File: src/include/dsp_decode_defines.svh
// offsets, field positions, encodings, reset values and timing counts of the operand decoder
`ifndef DSP_DECODE_DEFINES_SVH
`define DSP_DECODE_DEFINES_SVH

// register byte offsets
`define OFF_INSTR 8'h00
`define OFF_CTRL 8'h04
`define OFF_FLAGS 8'h08
`define OFF_STATUS 8'h0c
`define OFF_DECODE 8'h10
`define OFF_PREFETCH 8'h14
`define OFF_LITERAL 8'h18

// reset values
`define CTRL_RST 2'h0
`define FLAGS_RST 9'h000

// instruction word fields
`define F_OPC 23:16
`define F_SIZE 15:14
`define F_SHADOW 13
`define F_ACC 15
`define F_TEN_LIT 13:4
`define F_FILE 12:0
`define F_TO_W0 13
`define F_RA 7:4
`define F_RB 3:0
`define F_DIV_IND 8
`define F_PAIR 14:12
`define F_XPF 11:8
`define F_YPF 7:4
`define F_XDST 3:2
`define F_YDST 1:0
`define F_WB_TGT 1:0
`define F_HIADDR 6:0

// ctrl and flag fields
`define CTRL_COND 0
`define CTRL_SKIP2 1
`define FLAGS_MCU 4:0
`define FLAGS_DSP 8:5

// opcodes
`define OPC_NOP 8'h00
`define OPC_ALU_REG 8'h01
`define OPC_ALU_LIT 8'h02
`define OPC_FILE 8'h03
`define OPC_BIT 8'h04
`define OPC_BRANCH_COND 8'h05
`define OPC_BRANCH 8'h06
`define OPC_IND 8'h07
`define OPC_TBL 8'h08
`define OPC_RET 8'h09
`define OPC_RETFI 8'h0a
`define OPC_SKIP 8'h0b
`define OPC_JUMP 8'h0c
`define OPC_MOVD 8'h0d
`define OPC_DIV 8'h0e
`define OPC_SQR 8'h0f
`define OPC_MAC 8'h10
`define OPC_ACCST 8'h11

// operand limits and fixed registers
`define LIT_BYTE_MAX 10'h0ff
`define PAIR_MAX 3'h5
`define WB_TGT_BAD 2'h3
`define WB_TGT_NONE 2'h0
`define REG_IMPLICIT 4'h0
`define REG_WB 4'hd
`define REG_MUL_BASE 4'h4
`define REG_X_BASE 4'h8
`define REG_Y_BASE 4'ha
`define PF_MODE_ALT 3'h7

// instruction cycle counts
`define CYC_ONE 2'h1
`define CYC_TWO 2'h2
`define CYC_THREE 2'h3
`define ICYC_CLKS 4

`endif

File: src/include/dsp_decode_pkg.sv
// types shared by the operand decoder and its bench
package dsp_decode_pkg;

  typedef enum logic [2:0] {
    ST_IDLE = 3'b001,
    ST_EXEC = 3'b010,
    ST_WORD2 = 3'b100
  } state_t;

  typedef enum logic [1:0] {
    SZ_WORD = 2'h0,
    SZ_BYTE = 2'h1,
    SZ_DWORD = 2'h2,
    SZ_BAD = 2'h3
  } size_t;

  typedef struct packed {
    logic [7:0] opcode;
    logic [3:0] regA;
    logic [3:0] regB;
    size_t size;
    logic shadow;
    logic acc;
    logic [3:0] bitPos;
    logic [1:0] cycles;
    logic [1:0] wbTgt;
    logic illegal;
    logic dword;
  } dec_t;

  typedef struct packed {
    logic [3:0] xReg;
    logic [2:0] xMode;
    logic xNone;
    logic [3:0] yReg;
    logic [2:0] yMode;
    logic yNone;
    logic [3:0] xDest;
    logic [3:0] yDest;
    logic [2:0] pair;
  } pf_t;

  typedef struct packed {
    logic [7:0] paddr;
    logic [31:0] pwdata;
    logic psel;
    logic penable;
    logic pwrite;
  } apb_req_t;

  typedef struct packed {
    logic [31:0] prdata;
    logic pready;
    logic pslverr;
  } apb_rsp_t;

endpackage

File: src/design/dsp_operand_decode.sv
// operand decoder and instruction cycle sequencer with an apb register port
//
// Contract
// - plain single-word instruction takes one cycle
// - true test or pc change adds nop cycle
// - branches, indirect, table, returns take two/three
// - taken skip costs two or three cycles
// - double-word instructions take exactly two cycles
// - size suffix byte/dword/word, shadow select bit
// - accumulator operand is exactly A or B
// - writeback only w13 or [w13]+=2
// - bit position field is four bits, 0..15
// - ten-bit literal max 255 in byte mode
// - program address literal lsb must be zero
// - keep carry, digit carry, negative, overflow, zero
// - keep overflow and saturate per accumulator
// - general register operands address w0..w15
// - file op to working register uses w0
// - divide uses direct register pair only
// - square pairs only w4..w7 with itself
// - multiply only six ascending w4..w7 pairs
// - x prefetch w8/w9 modes, w9+w12, none
// - y prefetch w10/w11 modes, w11+w12, none
// - prefetch destinations only w4..w7
// - 24-bit word, top eight bits opcode
// - second word top byte zero, alone nop
`timescale 1ns/1ps

`include "dsp_decode_defines.svh"

module dsp_operand_decode
  import dsp_decode_pkg::*;
#(
  parameter int ICYC_CLKS = `ICYC_CLKS
) (
  // clock and reset
  input wire logic clk,
  input wire logic rst_b,
  // register bus
  input wire apb_req_t apbReq,
  output apb_rsp_t apbRsp,
  // decode results
  output dec_t decOut,
  output pf_t pfOut,
  output logic [22:0] litOut,
  output logic decValid,
  output logic illegalTrap,
  // execution timing
  output logic busy,
  output logic nopSlot,
  output logic icycTick,
  // status flags
  output logic [4:0] mcuFlags,
  output logic [3:0] dspFlags
);

  ////////////////////////////////////////////////////////////////////////////////////////////
  // declarations

  state_t state_r;
  logic [15:0] divCnt_r;
  logic [1:0] cycLeft_r;
  logic [1:0] ctrl_r;
  logic [8:0] flags_r;
  logic [23:0] instr_r;
  logic [15:0] first16_r;
  logic illegal_r;
  dec_t dec_r;
  pf_t pf_r;
  logic [22:0] lit_r;
  logic rdy_r;
  logic err_r;
  logic [31:0] rdata_r;
  logic [31:0] rdMux;
  logic [3:0] sel;
  logic access;
  logic accErr;
  logic wrFire;
  logic instrWr;
  logic [23:0] w;
  dec_t decNxt;
  pf_t pfNxt;
  logic [22:0] litNxt;
  logic [7:0] pairRegs;

  ////////////////////////////////////////////////////////////////////////////////////////////
  // helpers

  // register select: bit 3 valid, bits 2:0 index
  function automatic logic [3:0] regSel(input logic [7:0] addr);
    logic [3:0] r;
    r = 4'h0;
    case (addr)
      `OFF_INSTR: r = 4'h8;
      `OFF_CTRL: r = 4'h9;
      `OFF_FLAGS: r = 4'ha;
      `OFF_STATUS: r = 4'hb;
      `OFF_DECODE: r = 4'hc;
      `OFF_PREFETCH: r = 4'hd;
      `OFF_LITERAL: r = 4'he;
      default: r = 4'h0;
    endcase
    return r;
  endfunction

  // ascending multiply pairs among w4..w7
  function automatic logic [7:0] mulPair(input logic [2:0] idx);
    logic [7:0] p;
    p = 8'h00;
    case (idx)
      3'h0: p = 8'h45;
      3'h1: p = 8'h46;
      3'h2: p = 8'h47;
      3'h3: p = 8'h56;
      3'h4: p = 8'h57;
      3'h5: p = 8'h67;
      default: p = 8'h00;
    endcase
    return p;
  endfunction

  function automatic logic inMulSet(input logic [3:0] r);
    return r[3:2] == 2'h1;
  endfunction

  ////////////////////////////////////////////////////////////////////////////////////////////
  // instruction cycle divider

  always_ff @(posedge clk) begin
    if (!rst_b) begin
      divCnt_r <= 16'h0000;
      icycTick <= 1'b0;
    end else if (divCnt_r == 16'(ICYC_CLKS - 1)) begin
      divCnt_r <= 16'h0000;
      icycTick <= 1'b1;
    end else begin
      divCnt_r <= divCnt_r + 16'h0001;
      icycTick <= 1'b0;
    end
  end

  ////////////////////////////////////////////////////////////////////////////////////////////
  // apb slave: one wait state, answer registered

  assign access = apbReq.psel && apbReq.penable;
  assign sel = regSel(apbReq.paddr);
  assign accErr = !sel[3]
    || (apbReq.pwrite && sel[2:0] >= 3'h3)
    || (apbReq.pwrite && sel == 4'h8 && state_r == ST_EXEC);
  assign wrFire = access && rdy_r && apbReq.pwrite && !err_r;
  assign instrWr = wrFire && sel == 4'h8;
  assign apbRsp = '{prdata: rdata_r, pready: rdy_r, pslverr: err_r};

  always_comb begin
    case (sel)
      4'h8: rdMux = {8'h00, instr_r};
      4'h9: rdMux = {30'h0, ctrl_r};
      4'ha: rdMux = {23'h0, flags_r};
      4'hb: rdMux = {24'h0, cycLeft_r, dec_r.cycles, illegal_r, state_r == ST_WORD2, busy,
        nopSlot};
      4'hc: rdMux = {2'h0, dec_r};
      4'hd: rdMux = {5'h0, pf_r};
      4'he: rdMux = {9'h0, lit_r};
      default: rdMux = 32'h0;
    endcase
  end

  always_ff @(posedge clk) begin
    if (!rst_b) begin
      rdy_r <= 1'b0;
      err_r <= 1'b0;
      rdata_r <= 32'h0;
    end else if (access && !rdy_r) begin
      rdy_r <= 1'b1;
      err_r <= accErr;
      rdata_r <= apbReq.pwrite ? 32'h0 : rdMux;
    end else begin
      rdy_r <= 1'b0;
      err_r <= 1'b0;
    end
  end

  ////////////////////////////////////////////////////////////////////////////////////////////
  // control and status flag registers

  always_ff @(posedge clk) begin
    if (!rst_b) begin
      ctrl_r <= `CTRL_RST;
      flags_r <= `FLAGS_RST;
    end else if (wrFire && sel == 4'h9) begin
      ctrl_r <= apbReq.pwdata[1:0];
    end else if (wrFire && sel == 4'ha) begin
      flags_r <= apbReq.pwdata[8:0];
    end
  end

  assign mcuFlags = flags_r[`FLAGS_MCU];
  assign dspFlags = flags_r[`FLAGS_DSP];

  ////////////////////////////////////////////////////////////////////////////////////////////
  // operand decode of the written word

  assign w = apbReq.pwdata[23:0];
  assign pairRegs = mulPair(w[`F_PAIR]);

  always_comb begin
    decNxt = '0;
    pfNxt = '0;
    litNxt = 23'h0;
    decNxt.opcode = w[`F_OPC];
    decNxt.cycles = `CYC_ONE;
    case (w[`F_OPC])
      `OPC_NOP: decNxt.cycles = `CYC_ONE;
      `OPC_ALU_REG: begin
        decNxt.size = size_t'(w[`F_SIZE]);
        decNxt.shadow = w[`F_SHADOW];
        decNxt.regA = w[`F_RA];
        decNxt.regB = w[`F_RB];
        decNxt.illegal = decNxt.size == SZ_BAD;
      end
      `OPC_ALU_LIT: begin
        decNxt.size = size_t'(w[`F_SIZE]);
        decNxt.regB = w[`F_RB];
        litNxt = {13'h0, w[`F_TEN_LIT]};
        decNxt.illegal = decNxt.size == SZ_BAD
          || (decNxt.size == SZ_BYTE && w[`F_TEN_LIT] > `LIT_BYTE_MAX);
      end
      `OPC_FILE: begin
        decNxt.size = size_t'({1'b0, w[`F_SIZE] == 2'h1});
        litNxt = {10'h0, w[`F_FILE]};
        decNxt.regA = w[`F_TO_W0] ? `REG_IMPLICIT : 4'h0;
      end
      `OPC_BIT: begin
        decNxt.bitPos = w[`F_RA];
        decNxt.regB = w[`F_RB];
      end
      `OPC_BRANCH_COND: begin
        decNxt.cycles = ctrl_r[`CTRL_COND] ? `CYC_TWO : `CYC_ONE;
        litNxt = {7'h0, w[15:0]};
      end
      `OPC_BRANCH, `OPC_TBL: begin
        decNxt.cycles = `CYC_TWO;
        litNxt = {7'h0, w[15:0]};
      end
      `OPC_IND: begin
        decNxt.cycles = `CYC_TWO;
        decNxt.regA = w[`F_RB];
      end
      `OPC_RET, `OPC_RETFI: decNxt.cycles = `CYC_THREE;
      `OPC_SKIP: begin
        decNxt.bitPos = w[`F_RA];
        decNxt.regB = w[`F_RB];
        if (ctrl_r[`CTRL_COND]) begin
          decNxt.cycles = ctrl_r[`CTRL_SKIP2] ? `CYC_THREE : `CYC_TWO;
        end
      end
      `OPC_JUMP, `OPC_MOVD: begin
        decNxt.dword = 1'b1;
        decNxt.cycles = `CYC_TWO;
        litNxt = {7'h0, w[15:0]};
      end
      `OPC_DIV: begin
        decNxt.regA = w[`F_RA];
        decNxt.regB = w[`F_RB];
        decNxt.illegal = w[`F_DIV_IND];
      end
      `OPC_SQR: begin
        decNxt.acc = w[`F_ACC];
        decNxt.regA = w[`F_RA];
        decNxt.regB = w[`F_RB];
        decNxt.illegal = !(w[`F_RA] == w[`F_RB] && inMulSet(w[`F_RA]));
      end
      `OPC_MAC: begin
        decNxt.acc = w[`F_ACC];
        decNxt.regA = pairRegs[7:4];
        decNxt.regB = pairRegs[3:0];
        decNxt.illegal = w[`F_PAIR] > `PAIR_MAX;
        pfNxt.pair = w[`F_PAIR];
        pfNxt.xReg = `REG_X_BASE | {3'h0, w[11]};
        pfNxt.xMode = w[10:8];
        pfNxt.xNone = !w[11] && w[10:8] == `PF_MODE_ALT;
        pfNxt.yReg = `REG_Y_BASE | {3'h0, w[7]};
        pfNxt.yMode = w[6:4];
        pfNxt.yNone = !w[7] && w[6:4] == `PF_MODE_ALT;
        pfNxt.xDest = `REG_MUL_BASE | {2'h0, w[`F_XDST]};
        pfNxt.yDest = `REG_MUL_BASE | {2'h0, w[`F_YDST]};
      end
      `OPC_ACCST: begin
        decNxt.acc = w[`F_ACC];
        decNxt.wbTgt = w[`F_WB_TGT];
        decNxt.regB = w[`F_WB_TGT] == `WB_TGT_NONE ? 4'h0 : `REG_WB;
        decNxt.illegal = w[`F_WB_TGT] == `WB_TGT_BAD;
      end
      default: decNxt.illegal = 1'b1;
    endcase
  end

  ////////////////////////////////////////////////////////////////////////////////////////////
  // sequencer: first word, second word, execution cycles

  always_ff @(posedge clk) begin
    if (!rst_b) begin
      state_r <= ST_IDLE;
      cycLeft_r <= 2'h0;
      dec_r <= '0;
      pf_r <= '0;
      lit_r <= 23'h0;
      instr_r <= 24'h0;
      first16_r <= 16'h0000;
      illegal_r <= 1'b0;
      decValid <= 1'b0;
      illegalTrap <= 1'b0;
    end else begin
      decValid <= 1'b0;
      illegalTrap <= 1'b0;
      if (instrWr) begin
        instr_r <= w;
      end
      case (state_r)
        ST_IDLE: begin
          if (instrWr) begin
            dec_r <= decNxt;
            pf_r <= pfNxt;
            lit_r <= litNxt;
            illegal_r <= decNxt.illegal;
            if (decNxt.illegal) begin
              illegalTrap <= 1'b1;
            end else if (decNxt.dword) begin
              first16_r <= w[15:0];
              state_r <= ST_WORD2;
            end else begin
              cycLeft_r <= decNxt.cycles;
              decValid <= 1'b1;
              state_r <= ST_EXEC;
            end
          end
        end
        ST_WORD2: begin
          if (instrWr) begin
            lit_r <= {w[`F_HIADDR], first16_r};
            if (w[`F_OPC] != `OPC_NOP
                || (dec_r.opcode == `OPC_JUMP && first16_r[0])) begin
              illegal_r <= 1'b1;
              illegalTrap <= 1'b1;
              state_r <= ST_IDLE;
            end else begin
              cycLeft_r <= dec_r.cycles;
              decValid <= 1'b1;
              state_r <= ST_EXEC;
            end
          end
        end
        ST_EXEC: begin
          if (icycTick) begin
            cycLeft_r <= cycLeft_r - 2'h1;
            if (cycLeft_r == 2'h1) begin
              state_r <= ST_IDLE;
            end
          end
        end
        default: state_r <= ST_IDLE;
      endcase
    end
  end

  ////////////////////////////////////////////////////////////////////////////////////////////
  // outputs

  assign busy = state_r == ST_EXEC;
  assign nopSlot = busy && cycLeft_r < dec_r.cycles;
  assign decOut = dec_r;
  assign pfOut = pf_r;
  assign litOut = lit_r;

endmodule // dsp_operand_decode

File: config.mk
export PLATFORM = sky130hd
export DESIGN_NAME = dsp_operand_decode
export DESIGN_NICKNAME = d
export VERILOG_FILES = /design/src/include/dsp_decode_pkg.sv /design/src/design/dsp_operand_decode.sv
export VERILOG_INCLUDE_DIRS = /design/src /design/src/include
export SDC_FILE = /design/constraint.sdc
export NUM_CORES = 1
export LEC_CHECK = 0
export ABC_AREA = 0
export BUFFER_PORTS_ARGS = -buffer_cell sky130_fd_sc_hd__buf_2
export CORE_MARGIN = 2
export CORE_UTILIZATION = 35
export CTS_CLUSTER_SIZE = 28
export DETAILED_ROUTE_END_ITERATION = 8
export HOLD_SLACK_MARGIN = 0.15
export PLACE_DENSITY = 0.6
export SETUP_SLACK_MARGIN = 0.05
export SLEW_MARGIN = 20
export SYNTH_ARGS = -nofsm -noshare
export SYNTH_HDL_FRONTEND = slang
export SYNTH_SLANG_ARGS = --single-unit
File: constraint.sdc
create_clock -name clk -period 2.9 [get_ports clk]
set_input_delay 0.435 -clock clk [delete_from_list [all_inputs] [get_ports clk]]
set_output_delay 0.435 -clock clk [all_outputs]
set_load 0.03 [all_outputs]
==> results of run 1 <==
[cells in the final DEF, fill, tap and decap left out, types with 5 or more instances in the layout]
master	netlist	final
o31ai_1	5	5
conb_1	1	7
o21ai_0	33	33
xnor2_1	8	8
and3_1	15	15
clkbuf_16	0	17
inv_1	7	7
a222oi_1	15	15
or3_1	5	5
a211oi_1	5	5
o211ai_1	6	6
nand3_1	48	48
a221o_1	6	6
buf_2	14	157
a21oi_1	140	140
and2_1	6	6
a22oi_1	28	28
xor2_1	7	7
nor3b_1	6	5
a31oi_1	7	7
mux2i_1	18	18
nand4_1	6	6
nor2_1	105	105
a221oi_1	18	18
nand2b_1	5	5
dfxtp_1	179	179
nand2_1	162	162
buf_4	14	47
nor3_1	14	14
[flip-flops by register name, indices dropped and copies added (netlist names)]
signal	count
flags_r	9
icycTick	1
decValid	1
illegal_r	1
litOut	23
decOut	30
pfOut	18
rdata_r	30
state_r	3
divCnt_r	16
ctrl_r	2
instr_r	24
illegalTrap	1
first16_r	16
err_r	1
cycLeft_r	2
rdy_r	1
[where the power goes]
group          internal, µW  switching (µW)  total [µW]
registers              2460            8.03        2470
clock network          1430            1050        2470
logic                  79.8             215         294
total                  3970            1270        5240
[metal layers]
metal	up-vias	global-route usage	wire length, µm
met5	-	0	0
met4	0	0.0804	815
met3	54	0.0556	2620
met2	384	0.379	13700
met1	3959	0.345	13300
li1	3887	-	-
[worst min-delay path: cells and delay by family]
kind / cells / cell delay [ns]
buf+inv: 1 / 0.13
compound gates: 1 / 0.05
simple gates: 1 / 0.06
[per-stage QoR]
stage | hold slack [ns] | std cells | total power [µW] | utilization | instance area, µm²
after floorplan | 0.430 | 1031 | 2690 | - | 8220
after global placement | 0.437 | 1446 | 2820 | 0.409 | 9320
after detailed placement | 0.444 | 1446 | 2820 | 0.409 | 9320
after CTS | 0.270 | 1478 | 5260 | 0.437 | 9950
after global routing | 0.278 | 1478 | 5400 | 0.437 | 9950
final | 0.283 | 1478 | 5240 | 0.437 | 9950
[cell families after synthesis]
logic type      count (synthesis)
compound gates                288
xor+xnor                       15
fa+ha+maj                       3
buf+inv                       112
flops                         179
mux                            18
other cells                     1
simple gates                  409
[worst paths after layout]
path	from	to	slack (ns)	cells after the start
max	state_r[1]	nopSlot	0.21	3
min	apbReq[26]	decOut[29]	0.28	3
max reg2reg	state_r[0]	first16_r[9]	0.56	6
min reg2reg	rdata_r[24]	rdata_r[24]	0.45	2
[cell type report]
type                            count  area (µm²)
Tap cell                          313         392
Clock buffer                       20         457
Multi-Input combinational cell    740        4140
Sequential cell                   179        3580
Timing Repair Buffer              206        1180
Inverter                            8        32.5
Fill cell                        2361       12800
Clock inverter                     12         171
==> impl_metrics.json, run 1 <==
{
  "yosys_most_used_dff": "dfxtp_1",
  "cp_num_buf_inv": 1,
  "crit_chain": "or3b_2 > a211oi_1 > buf_2",
  "ys.warnings.count": 0,
  "grt_pass1_wl_um": 45800,
  "seq_area_frac_synth": 0.437,
  "post-cts-setup-buffers": 0,
  "setup_viol": 0,
  "synth-adder-area-share": 0.00458,
  "syn_to_final_growth_pct": 21.4,
  "ctsResizeCount": 0,
  "die_h_um": 157,
  "outcome": "finished, final reports clean",
  "async_flop_share": 0,
  "clkTransAtPathRegs_ns": 0.07,
  "setup-tns-final_ns": 0,
  "coreArea_um2": 22800,
  "finalWorstSetupSlack_ns": 0.214,
  "path_delay_family": "simple AND/OR/NAND/NOR gates",
  "worstSetupStartpointType": "register",
  "drtIter0Drc": 980,
  "route.detailed.drc": 0,
  "critPathMaxStageDelay_ns": 0.60,
  "grt_setup_unrepaired": "false",
  "synth_xor_area_frac": 0.0160,
  "worst_pin_slew_ns": 1.09,
  "cts_sinks": 179,
  "placementRows": 55,
  "synth_top_family_by_area": "simple AND/OR/NAND/NOR gates",
  "dr.pass1.iters": 9,
  "die_w_um": 157,
  "synthMuxAreaShare": 0.0220,
  "syn_avg_cell_area_um2": 7.99,
  "port-buffer-count": 157,
  "relSlewSlack": 0.274,
  "crit_required_ns": 2.47,
  "synth-compound-area-share": 0.222,
  "hold_path.class": "input pin to register",
  "synth_most_common_cell": "dfxtp_1",
  "numCtsBuffers": 17,
  "gr-total-overflow": 0,
  "yosys.area.top_type": "dfxtp_1",
  "ctsHtreeMaxLevel": 4,
  "fin_crit_ns": 2.69,
  "synthTopCellsByArea": "dfxtp_1, a21oi_1, nand2_1",
  "vias": 8284,
  "root_buffer": "clkbuf_16",
  "grt_max_degree": 81,
  "hold_violations": 0,
  "antenna_found_initial": 0,
  "powerDensity_nw_per_um2": 527,
  "static-leakage-power_uw": 0.00394,
  "clockBufferDepth": 2,
  "diodes": 0,
  "irDropWorstVdd_mv": 0.344,
  "yosysTopAreaCellShare": 0.437,
  "cpMaxStageDelayCell": "or3b_2",
  "drv_slew": 0,
  "track_usage": 0.248,
  "hpwl_um": 21700,
  "num-nets-final": 1200,
  "wl_per_cell_um": 20.6,
  "place.gp.congestion": 0.884,
  "ys_top_cells_by_count": "dfxtp_1, nand2_1, a21oi_1",
  "ys_types": 68,
  "boundaryPins": 173,
  "period_share": 0.926,
  "grt_pass1_vias": 7630,
  "start_util": 0.360,
  "arrival_ns": 2.25,
  "antenna_left": 0,
  "path_max_fanout": 6,
  "synth_edf_count": 0,
  "dieArea_um2": 24600,
  "postCtsHoldBufs": 0,
  "synth-simple-area-share": 0.234,
  "fin_skew_ns": 0.0125,
  "worst-setup-path-type": "register to primary output",
  "clock_latency_ns": 0.44,
  "post-place-ws_ns": 0.224,
  "cts_tree": "yes",
  "syn_area_um2": 8190,
  "drt-vias-per-instance": 5.60,
  "ys_seq_elements": 179,
  "fmax_ghz": 0.372,
  "final_layout_size_suffix_gt1_frac": 0.219,
  "drt-total-wl_um": 30400,
  "drv_cap": 0,
  "end_kind": "primary output",
  "synth_cells": 1025
}
No activity file was read; power rests on OpenSTA's default activity.
==> run 2, diff against run 1 <==
--- a/config.mk
+++ b/config.mk
@@ -9,11 +9,11 @@
 export ABC_AREA = 0
 export BUFFER_PORTS_ARGS = -buffer_cell sky130_fd_sc_hd__buf_2
 export CORE_MARGIN = 2
-export CORE_UTILIZATION = 35
+export CORE_UTILIZATION = 45
 export CTS_CLUSTER_SIZE = 28
 export DETAILED_ROUTE_END_ITERATION = 8
 export HOLD_SLACK_MARGIN = 0.15
-export PLACE_DENSITY = 0.6
+export PLACE_DENSITY = 0.73
 export SETUP_SLACK_MARGIN = 0.05
 export SLEW_MARGIN = 20
 export SYNTH_ARGS = -nofsm -noshare
==> impl_metrics.json, run 2 (same netlist as run 1, synthesis figures left out) <==
{
  "postCtsHoldBufs": 0,
  "instances_no_fill": 1386,
  "dr.pass1.iters": 7,
  "vias": 8428,
  "final_common_cell": "dfxtp_1",
  "crit_required_ns": 2.47,
  "critPathMaxStageDelay_ns": 0.58,
  "wl_per_cell_um": 20.7,
  "grt_setup_unrepaired": "false",
  "grt_max_degree": 84,
  "ctsHtreeMaxLevel": 4,
  "wl_met1_um": 11700,
  "drv_cap": 0,
  "grt_pass1_wl_um": 44000,
  "track_usage": 0.291,
  "cts_sinks": 179,
  "fmax_ghz": 0.386,
  "worst-setup-path-type": "register to primary output",
  "route.detailed.drc": 0,
  "num-nets-final": 1192,
  "clkTransAtPathRegs_ns": 0.07,
  "static-leakage-power_uw": 0.00389,
  "syn_to_final_growth_pct": 19.5,
  "relSlewSlack": 0.321,
  "placementRows": 49,
  "path_delay_family": "simple AND/OR/NAND/NOR gates",
  "drv_slew": 0,
  "setup_viol": 0,
  "outcome": "finished, final reports clean",
  "met2_length_um": 13000,
  "period_share": 0.892,
  "drtIter0Drc": 1097,
  "clock_latency_ns": 0.45,
  "fin_skew_ns": 0.00932,
  "numCtsBuffers": 17,
  "grt_pass1_vias": 7610,
  "worst_pin_slew_ns": 1.02,
  "coreArea_um2": 17900,
  "arrival_ns": 2.15,
  "antenna_left": 0,
  "crit_chain": "or3b_2 > a211oi_1 > buf_2",
  "start_util": 0.458,
  "hold_path.class": "input pin to register",
  "path_max_fanout": 6,
  "worstSetupStartpointType": "register",
  "holdPathStages": 3,
  "reg2reg_depth": 6,
  "setup-tns-final_ns": 0,
  "die_h_um": 139,
  "final_layout_size_suffix_gt1_frac": 0.213,
  "r2r-end": "litOut[3]",
  "dieArea_um2": 19300,
  "place_inst": 1354,
  "port-buffer-count": 157,
  "gr-total-overflow": 0,
  "place.gp.congestion": 0.989,
  "cts_tree": "yes",
  "irDropWorstVdd_mv": 0.466,
  "cpMaxStageDelayCell": "or3b_2",
  "powerDensity_nw_per_um2": 537,
  "root_buffer": "clkbuf_16",
  "final_cell_mix": "dfxtp_1, nand2_1, buf_2, a21oi_1, nor2_1",
  "worstHoldStart": "apbReq[26]",
  "fin_crit_ns": 2.59,
  "hold_violations": 0,
  "highest_layer": "met4",
  "cp_num_buf_inv": 1,
  "clockBufferDepth": 2,
  "whs_ns": 0.278,
  "ff2ff_setup_slack_ns": 0.65,
  "worstHoldEndpoint": "decOut[29]",
  "route.met3.wl_um": 3110,
  "r2r-start": "rdy_r",
  "drt-vias-per-instance": 6.08,
  "end_kind": "primary output",
  "boundaryPins": 173,
  "post-cts-setup-buffers": 0,
  "die_w_um": 139,
  "drt-total-wl_um": 28700,
  "antenna_found_initial": 1,
  "ctsResizeCount": 0,
  "hpwl_um": 20100
}
-- run 2: changes by cell type in the layout (fill, tap and decap cells not counted) --
| cell | before | now |
|---|---|---|
| buf_4 | 47 | 39 |
| clkinvlp_4 | 1 | 2 |
| bufinv_16 | 3 | 4 |
| inv_8 | 3 | 0 |
| diode_2 | 0 | 1 |
| clkinv_4 | 3 | 1 |
| inv_6 | 1 | 3 |
-- run 2: worst max path at each step --
stage,start,endpoint,cells past startpoint
2_1_floorplan,state_r[1],rdata_r[0],7
3_3_place_gp,apbReq[39],cycLeft_r[1],7
3_5_place_dp,apbReq[39],cycLeft_r[1],7
4_1_cts,state_r[1],nopSlot,3
5_1_grt,state_r[1],nopSlot,3
6_report,state_r[1],nopSlot,3
-- run 2: layout make-up --
class | count | area (µm²)
multi-input combinational | 740 | 4140
clock inverter | 11 | 175
sequential | 179 | 3580
tap | 229 | 287
antenna | 1 | 2.50
inverter | 8 | 32.5
fill | 1700 | 8110
timing repair buffer | 198 | 1120
clock buffer | 20 | 457
-- run 2: layer usage --
metal	track usage	vias up
met3	0.0735	74
met1	0.398	3974
met4	0.111	0
li1	-	3882
met5	0	-
met2	0.446	498
-- run 2: power breakdown --
group | internal (µW) | switching, µW | leakage (µW)
clock network | 1490 | 1010 | 0.000304
registers | 2460 | 7.65 | 0.00144
logic | 74.6 | 209 | 0.00215
-- run 2: per-stage QoR --
stage                     total power (µW)  cell area (µm²)  setup WS [ns]   util
after global routing                  5410             9790          0.272  0.547
after global placement                2800             9160          0.262  0.511
after floorplan                       2690             8220          0.525      -
final                                 5260             9790          0.312  0.547
after detailed placement              2800             9160          0.238  0.511
after CTS                             5270             9790          0.319  0.547
-- run 2: worst reg2reg max path, stage by stage (launching register included) --
cell and delay (ns):
dfxtp_1 0.36, nand4_1 0.32, or4_4 0.76, nor3_4 0.20, buf_4 0.24, o211ai_1 0.13
a21oi_1 0.17
==> run 3, diff against run 2 <==
==> constraint.sdc (replaced) <==
create_clock -name clk -period 2.8 [get_ports clk]
set_input_delay 0.42 -clock clk [delete_from_list [all_inputs] [get_ports clk]]
set_output_delay 0.42 -clock clk [all_outputs]
set_load 0.03 [all_outputs]
==> impl_metrics.json, run 3 (same netlist as run 1, synthesis figures left out) <==
{
  "met2_length_um": 13000,
  "period_share": 0.942,
  "final_layout_size_suffix_gt1_frac": 0.216,
  "finish.utilization": 0.548,
  "track_usage": 0.287,
  "power.share.sequential": 0.481,
  "crit_chain": "or3b_2 > a211oi_1 > buf_2",
  "place.gp.congestion": 0.991,
  "arrival_ns": 2.22,
  "irDropWorstVdd_mv": 0.452,
  "setup-tns-final_ns": 0,
  "post-cts-setup-buffers": 0,
  "worst_pin_slew_ns": 0.813,
  "num-nets-final": 1200,
  "boundaryPins": 173,
  "cts_tree": "yes",
  "grt_pass1_wl_um": 43400,
  "grt_setup_unrepaired": "false",
  "cp_num_cells": 3,
  "port-buffer-count": 157,
  "die_w_um": 139,
  "drv_slew": 0,
  "die_h_um": 139,
  "cp_num_buf_inv": 1,
  "root_buffer": "clkbuf_16",
  "static-leakage-power_uw": 0.00391,
  "coreArea_um2": 17900,
  "wl_per_cell_um": 20.6,
  "highest_layer": "met4",
  "relSlewSlack": 0.458,
  "vias": 8450,
  "ctsHtreeMaxLevel": 4,
  "p_sw_frac": 0.233,
  "final_cell_mix": "dfxtp_1, nand2_1, buf_2, a21oi_1, nor2_1",
  "setup_viol": 0,
  "grt_max_degree": 74,
  "ctsResizeCount": 0,
  "clockBufferDepth": 2,
  "path_max_fanout": 6,
  "hold_path.class": "input pin to register",
  "cts_sinks": 179,
  "pwr-share-comb": 0.056,
  "stdcell_area_um2": 9810,
  "clkTransAtPathRegs_ns": 0.07,
  "worstSetupStartpointType": "register",
  "nFillCells": 1711,
  "critPathMaxStageDelay_ns": 0.58,
  "antenna_found_initial": 2,
  "multi_input_area_um2": 4140,
  "wl_met1_um": 11700,
  "powerDensity_nw_per_um2": 543,
  "drt-vias-per-instance": 6.05,
  "drv_cap": 0,
  "path_delay_family": "simple AND/OR/NAND/NOR gates",
  "fin_crit_ns": 2.64,
  "outcome": "finished, final reports clean",
  "drt-total-wl_um": 28700,
  "start_util": 0.458,
  "grt_pass1_vias": 7609,
  "postPlaceCellArea_um2": 9200,
  "route.detailed.drc": 0,
  "switchingPower_uw": 1240,
  "clockPowerShare": 0.463,
  "numCtsBuffers": 17,
  "placementRows": 49,
  "route.met3.wl_um": 3200,
  "syn_to_final_growth_pct": 19.7,
  "whs_ns": 0.271,
  "gr-total-overflow": 0,
  "hold_violations": 0,
  "fmax_ghz": 0.379,
  "final_common_cell": "dfxtp_1",
  "hpwl_um": 20100,
  "end_kind": "primary output",
  "worst-setup-path-type": "register to primary output",
  "dr.pass1.iters": 6,
  "postCtsHoldBufs": 0,
  "drtIter0Drc": 1058,
  "dieArea_um2": 19300,
  "regArea_um2": 3580,
  "clock_latency_ns": 0.44,
  "crit_required_ns": 2.38,
  "reg2reg_depth": 6,
  "internal_power_uw": 4080,
  "holdPathStages": 3,
  "antenna_left": 0,
  "fin_skew_ns": 0.00797,
  "cpMaxStageDelayCell": "or3b_2"
}
run 3: changes by cell type in the layout (fill, tap and decap cells not counted):
cell | previous run | this run
buf_4 | 39 | 48
clkbuf_1 | 1 | 4
inv_6 | 3 | 0
diode_2 | 1 | 3
buf_12 | 2 | 1
bufinv_16 | 4 | 3
clkinv_4 | 1 | 2
run 3: final cells by class:
class                           count  share of cell area
Tap cell                          229              0.0292
Sequential cell                   179               0.365
Clock buffer                       23              0.0477
Clock inverter                      8              0.0130
Multi-Input combinational cell    740               0.422
Inverter                            8             0.00332
Timing Repair Buffer              206               0.119
Antenna cell                        3            0.000766
run 3: worst paths after layout:
kind	start	to	slack, ns
hold reg to reg	rdata_r[28]	rdata_r[28]	0.44
setup reg to reg	rdy_r	illegal_r	0.58
setup / recovery	state_r[1]	nopSlot	0.16
hold / removal	apbReq[24]	instr_r[21]	0.27
run 3: worst min-delay path: cells and delay by family:
kind | cells | cell delay [ns]
buf+inv | 1 | 0.13
compound gates | 1 | 0.05
simple gates | 1 | 0.06
run 3: layer usage:
layer  track usage  vias up
li1              -     3895
met5             0        -
met2         0.439      490
met3        0.0625       67
met1         0.399     3998
met4         0.108        0
run 3: power groups by stage:
stage	logic (µW)	clock network (µW)	registers [µW]
floorplan	173	0	2620
global placement	288	0	2620
detailed placement	289	0	2620
CTS	290	2460	2560
global route	315	2570	2560
finish	299	2460	2560
run 3: stage by stage:
| step | power (µW) | cells | setup WS [ns] |
|---|---|---|---|
| 2_1_floorplan | 2790 | 1031 | 0.425 |
| 3_3_place_gp | 2910 | 1362 | 0.241 |
| 3_5_place_dp | 2910 | 1362 | 0.223 |
| 4_1_cts | 5310 | 1393 | 0.183 |
| 5_1_grt | 5450 | 1396 | 0.155 |
| 6_report | 5320 | 1396 | 0.163 |
